--- config.mk ---
export PLATFORM = sky130hd
export DESIGN_NAME = lcgis_top
export DESIGN_NICKNAME = d
export VERILOG_FILES = /design/src/inc/lcgis_pkg.sv /design/src/design/lcgis_regmem.sv /design/src/design/lcgis_top.sv
export SDC_FILE = /design/constraint.sdc
export NUM_CORES = 1
export LEC_CHECK = 0
export ABC_AREA = 1
export BUFFER_PORTS_ARGS = -buffer_cell sky130_fd_sc_hd__clkbuf_2
export CORE_ASPECT_RATIO = 1.1
export CORE_MARGIN = 4
export CORE_UTILIZATION = 30
export DETAILED_ROUTE_END_ITERATION = 8
export SETUP_SLACK_MARGIN = 0.2
export SYNTH_ARGS = -nofsm -noshare
export SYNTH_HDL_FRONTEND = slang
export SYNTH_SLANG_ARGS = --single-unit
--- constraint.sdc ---
create_clock -name clock -period 2.2 [get_ports clock]
set_input_delay 0.22 -clock clock [delete_from_list [all_inputs] [get_ports clock]]
set_output_delay 0.22 -clock clock [all_outputs]
set_load 0.05 [all_outputs]
--- src/inc/lcgis_pkg.sv ---
// constants for the logic cell gate input selection stage
// Overview of operation
// - true data inputs gated into gate 1
// - inverted data inputs gated into gate 1
// - true data inputs gated into gate 2
// - inverted data inputs gated into gate 2
// - odd bits gate true inputs into gate 3
// - even bits gate inverted inputs into gate 3
// - selection registers read/write, no reset clearing
// - polarity bit inverts gate output
// - six-bit source field per data input
`default_nettype none
package lcgis_pkg;
	localparam int DATA_W = 8;
	localparam int ADDR_W = 4;
	localparam int NUM_REGS = 8;
	localparam int NUM_DATA = 4;
	localparam int NUM_GATES = 3;
	localparam int SRC_SEL_W = 6;
	localparam int NUM_SRC = 64;
	// register map
	localparam logic [ADDR_W-1:0] OFS_DATA1_SRC = 4'h0;
	localparam logic [ADDR_W-1:0] OFS_DATA2_SRC = 4'h1;
	localparam logic [ADDR_W-1:0] OFS_DATA3_SRC = 4'h2;
	localparam logic [ADDR_W-1:0] OFS_DATA4_SRC = 4'h3;
	localparam logic [ADDR_W-1:0] OFS_GATE1_SEL = 4'h4;
	localparam logic [ADDR_W-1:0] OFS_GATE2_SEL = 4'h5;
	localparam logic [ADDR_W-1:0] OFS_GATE3_SEL = 4'h6;
	localparam logic [ADDR_W-1:0] OFS_POLARITY = 4'h7;
	localparam logic [ADDR_W-1:0] OFS_LAST = 4'h7;
	// source select registers keep only the low six bits
	localparam logic [DATA_W-1:0] SRC_SEL_MASK = 8'h3F;
	localparam logic [DATA_W-1:0] FULL_MASK = 8'hFF;
	// each data input owns a pair of selection bits: true above inverted
	localparam int SEL_TRUE_OFS = 1;
	localparam int SEL_INV_OFS = 0;
	localparam int SEL_BITS_PER_INPUT = 2;
	// polarity register: gate N invert control sits at bit N
	localparam int POL_GATE1_BIT = 1;
	localparam int POL_GATE2_BIT = 2;
	localparam int POL_GATE3_BIT = 3;
	localparam logic [DATA_W-1:0] RDATA_IDLE = 8'h00;
endpackage
`default_nettype wire

--- src/design/lcgis_regmem.sv ---
// small register memory with registered read data and a flat view of all words
`timescale 1ns/1ps
`default_nettype none
module lcgis_regmem #(
	parameter int WIDTH = 8,
	parameter int DEPTH = 8,
	parameter int AW = 3
) (
	// clock and reset
	input wire logic clock,
	input wire logic reset_n,
	// write port
	input wire logic wr_en,
	input wire logic [AW-1:0] wr_addr,
	input wire logic [WIDTH-1:0] wr_data,
	// read port
	input wire logic rd_en,
	input wire logic rd_hit,
	input wire logic [AW-1:0] rd_addr,
	output logic [WIDTH-1:0] rd_data_ff,
	// all words side by side, word 0 lowest
	output logic [DEPTH*WIDTH-1:0] words
);
	logic [WIDTH-1:0] mem_ff [DEPTH];

	// contents are not reset: they keep their value across reset
	always_ff @(posedge clock)
	begin
		if (wr_en)
			mem_ff[wr_addr] <= wr_data;
	end

	always_ff @(posedge clock)
	begin
		if (!reset_n || !rd_en || !rd_hit)
			rd_data_ff <= '0;
		else
			rd_data_ff <= mem_ff[rd_addr];
	end

	always_comb
	begin
		for (int i = 0; i < DEPTH; i++)
			words[i*WIDTH +: WIDTH] = mem_ff[i];
	end
endmodule
`default_nettype wire

--- src/design/lcgis_top.sv ---
// gate input selection stage of a configurable logic cell
`timescale 1ns/1ps
`default_nettype none
module lcgis_top #(
	parameter int NSRC = lcgis_pkg::NUM_SRC
) (
	// clock and reset
	input wire logic clock,
	input wire logic reset_n,
	// register port
	input wire logic [lcgis_pkg::ADDR_W-1:0] reg_addr,
	input wire logic [lcgis_pkg::DATA_W-1:0] reg_wdata,
	input wire logic reg_wr,
	input wire logic reg_rd,
	output logic [lcgis_pkg::DATA_W-1:0] reg_rdata,
	// candidate sources for the four data inputs
	input wire logic [NSRC-1:0] src_bus,
	// selected data inputs and gate results toward the logic function
	output logic [lcgis_pkg::NUM_DATA-1:0] data_sel_ff,
	output logic [lcgis_pkg::NUM_GATES:1] gate_out_ff
);
	import lcgis_pkg::*;

	localparam int MEM_AW = 3;

	function automatic logic gate_or(input logic [DATA_W-1:0] sel, input logic [NUM_DATA-1:0] d);
		logic acc;
		acc = 1'b0;
		for (int k = 0; k < NUM_DATA; k++)
		begin
			acc = acc | (sel[k*SEL_BITS_PER_INPUT + SEL_TRUE_OFS] & d[k]);
			acc = acc | (sel[k*SEL_BITS_PER_INPUT + SEL_INV_OFS] & ~d[k]);
		end
		return acc;
	endfunction

	function automatic logic [DATA_W-1:0] wmask(input logic [ADDR_W-1:0] a);
		return (a <= OFS_DATA4_SRC) ? SRC_SEL_MASK : FULL_MASK;
	endfunction

	function automatic logic pick_src(input logic [DATA_W-1:0] r, input logic [NSRC-1:0] bus);
		return bus[r[SRC_SEL_W-1:0]];
	endfunction

	wire logic addr_hit = (reg_addr <= OFS_LAST);
	wire logic [DATA_W-1:0] wdata_masked = reg_wdata & wmask(reg_addr);
	wire logic [NUM_REGS*DATA_W-1:0] words;
	wire logic [DATA_W-1:0] mem_rdata;

	lcgis_regmem #(
		.WIDTH(DATA_W),
		.DEPTH(NUM_REGS),
		.AW(MEM_AW)
	) u_mem (
		.clock(clock),
		.reset_n(reset_n),
		.wr_en(reg_wr && addr_hit),
		.wr_addr(reg_addr[MEM_AW-1:0]),
		.wr_data(wdata_masked),
		.rd_en(reg_rd),
		.rd_hit(addr_hit),
		.rd_addr(reg_addr[MEM_AW-1:0]),
		.rd_data_ff(mem_rdata),
		.words(words)
	);
	assign reg_rdata = mem_rdata;

	wire logic [DATA_W-1:0] src_reg0 = words[int'(OFS_DATA1_SRC)*DATA_W +: DATA_W];
	wire logic [DATA_W-1:0] src_reg1 = words[int'(OFS_DATA2_SRC)*DATA_W +: DATA_W];
	wire logic [DATA_W-1:0] src_reg2 = words[int'(OFS_DATA3_SRC)*DATA_W +: DATA_W];
	wire logic [DATA_W-1:0] src_reg3 = words[int'(OFS_DATA4_SRC)*DATA_W +: DATA_W];
	wire logic [DATA_W-1:0] gate1_input_select = words[int'(OFS_GATE1_SEL)*DATA_W +: DATA_W];
	wire logic [DATA_W-1:0] gate2_input_select = words[int'(OFS_GATE2_SEL)*DATA_W +: DATA_W];
	wire logic [DATA_W-1:0] gate3_input_select = words[int'(OFS_GATE3_SEL)*DATA_W +: DATA_W];
	wire logic [DATA_W-1:0] polarity_reg = words[int'(OFS_POLARITY)*DATA_W +: DATA_W];

	wire logic gate1_output_invert = polarity_reg[POL_GATE1_BIT];
	wire logic gate2_output_invert = polarity_reg[POL_GATE2_BIT];
	wire logic gate3_output_invert = polarity_reg[POL_GATE3_BIT];

	wire logic [NUM_DATA-1:0] d_now = {pick_src(src_reg3, src_bus), pick_src(src_reg2, src_bus),
		pick_src(src_reg1, src_bus), pick_src(src_reg0, src_bus)};

	wire logic g1_raw = gate_or(gate1_input_select, d_now);
	wire logic g2_raw = gate_or(gate2_input_select, d_now);
	wire logic g3_raw = gate_or(gate3_input_select, d_now);

	wire logic [NUM_GATES:1] nxt_gate_out = {g3_raw ^ gate3_output_invert,
		g2_raw ^ gate2_output_invert, g1_raw ^ gate1_output_invert};

	// outputs held low in reset so the logic function never sees unknowns then
	always_ff @(posedge clock)
	begin
		if (!reset_n)
		begin
			data_sel_ff <= '0;
			gate_out_ff <= '0;
		end
		else
		begin
			data_sel_ff <= d_now;
			gate_out_ff <= nxt_gate_out;
		end
	end

	// helpers for the checks below: the first edge after reset still shows
	// reset values, and data input 1 is unknown until its source is written
	logic live_ff;
	logic src0_set_ff;

	always_ff @(posedge clock)
	begin
		live_ff <= reset_n;
	end

	always_ff @(posedge clock)
	begin
		if (!reset_n)
			src0_set_ff <= 1'h0;
		else if (reg_wr && reg_addr == OFS_DATA1_SRC)
			src0_set_ff <= 1'h1;
	end
endmodule
`default_nettype wire

==> results.txt, run 1 <==
----------------------------------------------------
[Logic synthesis]
  Proportion of synthesized chip area in sequential cells ... 0.376
  Number of enable flip-flop cells after synthesis ... 64
  Number of synthesized register bits ... ~80
  Mapped Area ... approximately 5900 um2
  Top FF cell, synth ... sky130_fd_sc_hd__edfxtp_1
  Average footprint of a synthesized cell ... 6.81 um2
  Library cell occupying the most area in the post-synthesis netlist ... sky130_fd_sc_hd__edfxtp_1
  FFs w/ async S/R, synth ... 0
  Gate count of the mapped netlist ... 868
  Warnings, synthesis ... 0
  Leading cell types by total area after synthesis ... sky130_fd_sc_hd__edfxtp_1 32%, sky130_fd_sc_hd__nand2_1 22%, sky130_fd_sc_hd__nand3_1 19%
  Post-synth top area share ... 0.325
  Leading cell type by number of instances after synthesis ... sky130_fd_sc_hd__nand2_1
  Number of different library cells in the post-synthesis netlist ... 25
  Net count after synthesis ... between 900 and 1000
  Most frequent cells after synthesis ... 351 x sky130_fd_sc_hd__nand2_1, 221 x sky130_fd_sc_hd__nand3_1, 64 x sky130_fd_sc_hd__edfxtp_1, 52 x sky130_fd_sc_hd__nor2_1, 31 x sky130_fd_sc_hd__o21ai_0

[Final layout]
  Final std cells w/o fill ... approximately 1200
  Total inserted antenna cells ... 0
  Final nets ... 1051
  Share of cells above drive strength 1 ... 0.209
  Total area of multi-input combinational cells ... 3230 um2
  Register cell area after layout ... 2220 um2
  Post-synthesis to final-layout area growth ... 22.0%
  Layout fillers ... 2027

[Critical path]
  Crit end category ... register
  Launch instance of the worst register-to-register path ... u_mem.mem_ff[0][0]
  Reg2Reg Depth ... 15
  Critical path class ... register to register
  Critical path startpoint category ... register
  Arrival time reported for the critical path endpoint ... 2.25 ns
  Required time at the worst-slack endpoint ... 2.44 ns
  Worst reg2reg setup slack ... between 0.15 and 0.2 ns
  Critical path peak fanout ... 33
  Critical R2R Capture ... gate_out_ff[3]

[Floorplanning]
  Y dimension of the die ... 155 um
  I/O pin total ... 95
  Initial Utilization ... 0.308
  Total Die Area ... 22000 um2
  Core Box Area ... 19200 um2
  Die W ... ~140 um
  Site row count ... 53

[Timing]
  Worst Max-Slew Pin Slew ... 0.463 ns
  Setup slack after layout ... 0.182 ns
  Setup repair after global routing missed its margin ... true
  Accumulated negative setup slack ... 0 ns
  Highest achievable clock rate ... about 500 MHz
  Share of the clock period used by the worst path after layout ... 0.917
  Final number of max-transition violations ... 0
  Clock skew ... a little under 0.01 ns
  Max transition margin ... 0.690
  Minimum period implied by the final worst setup slack ... 2.02 ns
  Number of failing setup endpoints in the final timing report ... 0
  Final hold vios ... 0

[Global routing]
  Vias in the first global route ... 6182
  Number of antenna violations at the first check in global routing ... 0
  Overflow left after global routing ... 0
  Wire length of the first global-routing pass ... roughly 34 mm
  Largest net degree at the start of global routing ... 34
  Tot GR Track Use ... 0.195

[Power]
  Maximum VDD drop ... between 0.0003 and 0.0004 V
  Leakage power ... 0.00328 uW
  Pwr Density ... 526 nW/um2

[Drt]
  DRC ... 0
  Aggregate routed wire length ... 21.9 mm
  Router iterations before antenna repair ... 5
  Per-cell via count in the routed design ... 5.25
  Total via count after detailed routing ... 6421
  DR iter-0 viols ... approximately 600
  Number of nets with antenna violations after detailed routing ... 0
  Wire length per cell after detailed routing ... 17.9 um

[Clock tree]
  TritonCTS clock tree ... done
  Cell at the root of the clock tree ... sky130_fd_sc_hd__clkbuf_16
  Clock Pin Slew Worst Setup and Hold Paths ... 0.07 ns
  Clock sink count ... between 70 and 80
  Number of buffers between clock root and the deepest sink ... 2
  Clock Latency Late Sink ... roughly 0.34 ns
  CTS H-tree lvls ... 3
  Clock buffer count from CTS ... 9

[Min path]
  Worst Hold End ... u_mem.mem_ff[0][5]
  Hold Path Origin ... reg_wdata[5]
  Worst min-delay path category ... input pin to register
  Hold Crit Depth ... 1

[Job]
  # Max-Cap Violations ... 0

[Place]
  Worst slack at placement ... 0.113 ns
  Number of buffers inserted by port buffering ... 94
  RePlAce Congestion ... about 0.9
  DPL Wire Length ... 15.7 mm
  Placed cells ... 1192

[Outcome]
  Status ... finished clean

----------------------------------------------------
## sequential cells by signal, summed over array words and instances (netlist names)
register	cells
data_sel_ff	4
gate_out_ff	3
u_mem.mem_ff	64
u_mem.rd_data_ff	8
## per-layer routing
| layer | GRT usage | part of all wire | vias to the layer above |
|---|---|---|---|
| met3 | 0.0286 | 0.069 | 54 |
| met1 | 0.254 | 0.42 | 2937 |
| met4 | 0.0818 | 0.039 | 0 |
| met5 | 0 | 0 | - |
| met2 | 0.321 | 0.47 | 300 |
| li1 | - | - | 3130 |
## through the flow
stage / utilization / power, uW / instance area (um2) / hold slack (ns)
after floorplan: - / 2050 / 5910 / 0.319
after global placement: 0.341 / 2300 / 6560 / 0.537
after detailed placement: 0.341 / 2300 / 6560 / 0.542
after CTS: 0.363 / 3800 / 6970 / 0.183
after global routing: 0.375 / 3960 / 7220 / 0.207
final: 0.375 / 3800 / 7220 / 0.189
## cells in the final DEF (no fill, tap or decap), types with 12 or more instances in the layout
cell	instances
sky130_fd_sc_hd__a21oi_1	21
sky130_fd_sc_hd__buf_4	28
sky130_fd_sc_hd__clkbuf_16	12
sky130_fd_sc_hd__clkbuf_2	94
sky130_fd_sc_hd__dfxtp_1	15
sky130_fd_sc_hd__edfxtp_1	64
sky130_fd_sc_hd__inv_1	20
sky130_fd_sc_hd__nand2_1	343
sky130_fd_sc_hd__nand2_2	12
sky130_fd_sc_hd__nand3_1	212
sky130_fd_sc_hd__nand3_2	14
sky130_fd_sc_hd__nor2_1	49
sky130_fd_sc_hd__o21ai_0	31
## critical path, stage by stage, from the launching register on
cell                       delay [ns]
sky130_fd_sc_hd__edfxtp_1        0.39
sky130_fd_sc_hd__buf_6           0.18
sky130_fd_sc_hd__inv_16          0.13
sky130_fd_sc_hd__nand2_1         0.06
sky130_fd_sc_hd__nand3_1         0.07
sky130_fd_sc_hd__nand3_1         0.08
sky130_fd_sc_hd__nand2_1         0.14
sky130_fd_sc_hd__nand2_1         0.08
sky130_fd_sc_hd__nand3_1         0.10
sky130_fd_sc_hd__nand3_2         0.13
sky130_fd_sc_hd__nand3_1         0.13
sky130_fd_sc_hd__nand2_1         0.08
sky130_fd_sc_hd__nor2_2          0.14
sky130_fd_sc_hd__nand3_1         0.09
sky130_fd_sc_hd__nand2_1         0.06
sky130_fd_sc_hd__nor2_1          0.04
## timing repair
action / 4_1_cts / 5_1_grt
endpoints found under the hold margin: 0 / 0
pin swaps: 1 / 10
setup endpoints to repair: 3 / 3
resized for setup: 23 / 34
buffers inserted: 2 / 8
cloned: 2 / 3
hold buffers: 0 / 0
## logic make-up (layout without fill, tap and decap cells)
group,count (synthesis),in the layout,synth area share
flops,79,79,0.376
simple gates,642,642,0.470
compound gates,63,63,0.0597
buf+inv,84,192,0.0944
## worst max-delay path by stage
stage | startpoint | slack, ns | to
global placement | u_mem.mem_ff[0][0] | 0.14 | gate_out_ff[3]
finish | u_mem.mem_ff[0][0] | 0.18 | gate_out_ff[3]
detailed placement | u_mem.mem_ff[0][0] | 0.11 | gate_out_ff[3]
global route | u_mem.mem_ff[3][0] | 0.03 | gate_out_ff[1]
CTS | u_mem.mem_ff[3][0] | 0.20 | gate_out_ff[3]
floorplan | u_mem.mem_ff[2][1] | 0.52 | gate_out_ff[1]
## power by group
group	leakage [uW]	switching, uW	internal (uW)
clock network	0.000153	624	859
registers	0.000692	19.7	1650
logic	0.00243	424	218
total	0.00328	1070	2730
## layout make-up
class / instances / share of cell area
clock buffer: 10 / 0.0347
clock inverter: 6 / 0.00763
inverter: 33 / 0.0239
multi-input combinational: 705 / 0.447
timing repair buffer: 141 / 0.133
timing repair inverter: 2 / 0.00243
sequential: 79 / 0.308
tap: 247 / 0.0428
Note: power is estimated with default switching activity, not from simulation.
==> inputs of run 2 (changes only) <==
--- a/config.mk
+++ b/config.mk
@@ -11,6 +11,7 @@
 export CORE_MARGIN = 4
 export CORE_UTILIZATION = 30
 export DETAILED_ROUTE_END_ITERATION = 8
+export RECOVER_POWER = 100
 export SETUP_SLACK_MARGIN = 0.2
 export SYNTH_ARGS = -nofsm -noshare
 export SYNTH_HDL_FRONTEND = slang
==> run 2 against run 1 <==
- cell area shrank 0.83%
- worst hold slack gained 0.016 ns
- critical path depth grew 2
- sequential share of layout area grew 0.26 points
- flip-flop and latch count is the same
- worst setup slack lost 0.026 ns
- first-iteration DRC count grew 2.0%
- count of clock-buffer cells in the layout is the same
- critical path type unchanged
- critical endpoint is now gate_out_ff[1]
- largest cell class unchanged
- largest power group unchanged
- highest routed layer unchanged
==> results.txt, run 2 (synthesis results as in run 1) <==
----------------------------------------------------
[Final layout]
  Largest register by flop count ... u_mem.mem_ff
  Total inserted antenna cells ... 0
  Final nets ... around 1100
  Top library cells by usage in the layout, fill and taps aside ... 344 x sky130_fd_sc_hd__nand2_1, 212 x sky130_fd_sc_hd__nand3_1, 72 x sky130_fd_sc_hd__clkbuf_2, 64 x sky130_fd_sc_hd__edfxtp_1, 49 x sky130_fd_sc_hd__nor2_1
  Post-synthesis to final-layout area growth ... 21.0%
  Number of flip-flops in the largest register ... 64
  Largest regs ... u_mem.mem_ff: 64 flops, u_mem.rd_data_ff: 8 flops, data_sel_ff: 4 flops
  Final cell area excluding filler cells ... 7160 um2
  Final std cells w/o fill ... ~1200
  Share of cells above drive strength 1 ... 0.177
  Layout fillers ... roughly 2000
  Commonest non-fill, non-tap cell in the layout ... sky130_fd_sc_hd__nand2_1

[Floorplanning]
  Y dimension of the die ... around 160 um
  Core Box Area ... 19200 um2
  Die W ... between 100 and 150 um
  Initial Utilization ... 0.308
  Site row count ... 53
  Total Die Area ... roughly 22000 um2
  I/O pin total ... 95

[Timing]
  Setup repair after global routing missed its margin ... true
  WHS ... 0.206 ns
  Worst Max-Slew Pin Slew ... between 0.6 and 0.7 ns
  Minimum period implied by the final worst setup slack ... approximately 2.0 ns
  Final number of max-transition violations ... 0
  Share of the clock period used by the worst path after layout ... 0.929
  Number of failing setup endpoints in the final timing report ... 0
  Clock skew ... 0.00973 ns
  Max transition margin ... 0.599
  Accumulated negative setup slack ... 0 ns
  Highest achievable clock rate ... 489 MHz
  Final hold vios ... 0

[Drt]
  Router iterations before antenna repair ... 6
  Aggregate routed wire length ... 21.8 mm
  Total via count after detailed routing ... 6450
  DRC ... 0
  Routed length on met1 ... 8.87 mm
  Max layer used ... met4
  Number of nets with antenna violations after detailed routing ... 0
  Met3 layer wire length in the routed design ... 1.82 mm
  Per-cell via count in the routed design ... 5.27
  Detailed-routed wire length on met2 ... 10.3 mm
  DR iter-0 viols ... a little over 600
  Wire length per cell after detailed routing ... approximately 18 um

[Critical path]
  Critical path class ... register to register
  Launch instance of the worst register-to-register path ... u_mem.mem_ff[3][0]
  CP top delay family ... simple AND/OR/NAND/NOR gates
  Cells along the critical path ... buf_6 -> clkinv_8 -> clkbuf_16 -> nand2_1 -> nand3_1 -> nand3_1 -> nand2_1 -> nand2_2 -> nand3_2 -> nand3_4 -> buf_4 -> nand3_2 -> nand2_1 -> nor2_2 -> nand3_1 -> nand2_1 -> nor2_1
  Highest-delay cell along the critical path ... sky130_fd_sc_hd__edfxtp_1
  Bufs and invs on worst path ... 4
  Worst setup path start ... u_mem.mem_ff[3][0]
  Crit end category ... register
  Critical path startpoint category ... register
  Arrival time reported for the critical path endpoint ... 2.28 ns
  Slowest cell delay on critical path ... 0.38 ns
  Critical path peak fanout ... 6
  Most prevalent standard cell on the critical path ... sky130_fd_sc_hd__nand2_1
  Required time at the worst-slack endpoint ... 2.44 ns

[Power]
  Pwr Density ... 529 nW/um2
  Maximum VDD drop ... 0.000324 V
  Leakage power ... approximately 0.0032 uW
  Design Power ... 3790 uW

[Outcome]
  Status ... finished clean

[Min path]
  Worst min-delay path category ... input pin to register
  Hold Path Origin ... reset_n

[Clock tree]
  Clock Latency Late Sink ... 0.34 ns
  Clock Pin Slew Worst Setup and Hold Paths ... 0.06 ns
  Clock buffer count from CTS ... 9
  Hold Buf Count CTS ... 0
  Cell at the root of the clock tree ... sky130_fd_sc_hd__clkbuf_16
  TritonCTS clock tree ... done
  CTS H-tree lvls ... 3
  Number of buffers between clock root and the deepest sink ... 2
  Clock sink count ... 79

[Place]
  DPL Wire Length ... 15.7 mm
  Number of buffers inserted by port buffering ... 94
  Area of placed instances ... 6560 um2
  RePlAce Congestion ... approximately 0.92
  Placed cells ... 1192

[Global routing]
  Tot GR Track Use ... 0.195
  Overflow left after global routing ... 0
  Wire length of the first global-routing pass ... 33.7 mm
  Number of antenna violations at the first check in global routing ... 0
  Vias in the first global route ... 6182
  Largest net degree at the start of global routing ... 34

[Job]
  # Max-Cap Violations ... 0

----------------------------------------------------
==> run 2: cell count changes in the layout (fill, tap and decap cells not counted), sizes merged <==
| cell | delta |
|---|---|
| clkbuf | +8 |
| buf | -8 |
==> run 2: worst register-to-register path, cell delays in order (launching register included) <==
cell and delay, ns:
sky130_fd_sc_hd__edfxtp_1 0.38, sky130_fd_sc_hd__buf_6 0.16, sky130_fd_sc_hd__clkinv_8 0.08, sky130_fd_sc_hd__clkbuf_16 0.14
sky130_fd_sc_hd__nand2_1 0.05, sky130_fd_sc_hd__nand3_1 0.06, sky130_fd_sc_hd__nand3_1 0.07, sky130_fd_sc_hd__nand2_1 0.15
sky130_fd_sc_hd__nand2_2 0.07, sky130_fd_sc_hd__nand3_2 0.08, sky130_fd_sc_hd__nand3_4 0.10, sky130_fd_sc_hd__buf_4 0.17
sky130_fd_sc_hd__nand3_2 0.06, sky130_fd_sc_hd__nand2_1 0.09, sky130_fd_sc_hd__nor2_2 0.12, sky130_fd_sc_hd__nand3_1 0.07
sky130_fd_sc_hd__nand2_1 0.06, sky130_fd_sc_hd__nor2_1 0.04
==> run 2: power by group <==
part | internal [uW] | switching, uW | total (uW)
combinational | 211 | 422 | 634
sequential | 1650 | 19.4 | 1670
clock | 859 | 622 | 1480
==> run 2: metrics by stage <==
stage	utilization	worst slack, ns
2_1_floorplan	-	0.523
3_3_place_gp	0.341	0.145
3_5_place_dp	0.341	0.113
4_1_cts	0.363	0.202
5_1_grt	0.372	-0.0128
6_report	0.372	0.156
==> run 2: final timing paths <==
kind / end / slack, ns / cells past startpoint
setup / recovery: gate_out_ff[1] / 0.16 / 17
hold / removal: gate_out_ff[2] / 0.21 / 3
setup reg to reg: gate_out_ff[1] / 0.16 / 17
hold reg to reg: gate_out_ff[1] / 0.59 / 3
==> run 2: timing repair <==
action                     4_1_cts  5_1_grt
setup endpoints to repair        3        3
pin swaps                        1       10
gates resized for setup         23       34
buffers inserted                 2        8
gates cloned                     2        3
==> run 2: routing by layer <==
layer | up-vias | global-route usage
li1 | 3130 | -
met1 | 2944 | 0.254
met2 | 318 | 0.321
met3 | 58 | 0.0286
met4 | 0 | 0.0818
met5 | - | 0
==> run 2: final cells by class <==
cell class                      count  area, um2  share of cell area
Multi-Input combinational cell    705       3230               0.451
Clock inverter                      6       55.1             0.00769
Sequential cell                    79       2220               0.310
Tap cell                          247        309              0.0432
Timing Repair inverter              2       17.5             0.00245
Inverter                           33        173              0.0241
Timing Repair Buffer              141        905               0.126
Clock buffer                       10        250              0.0350
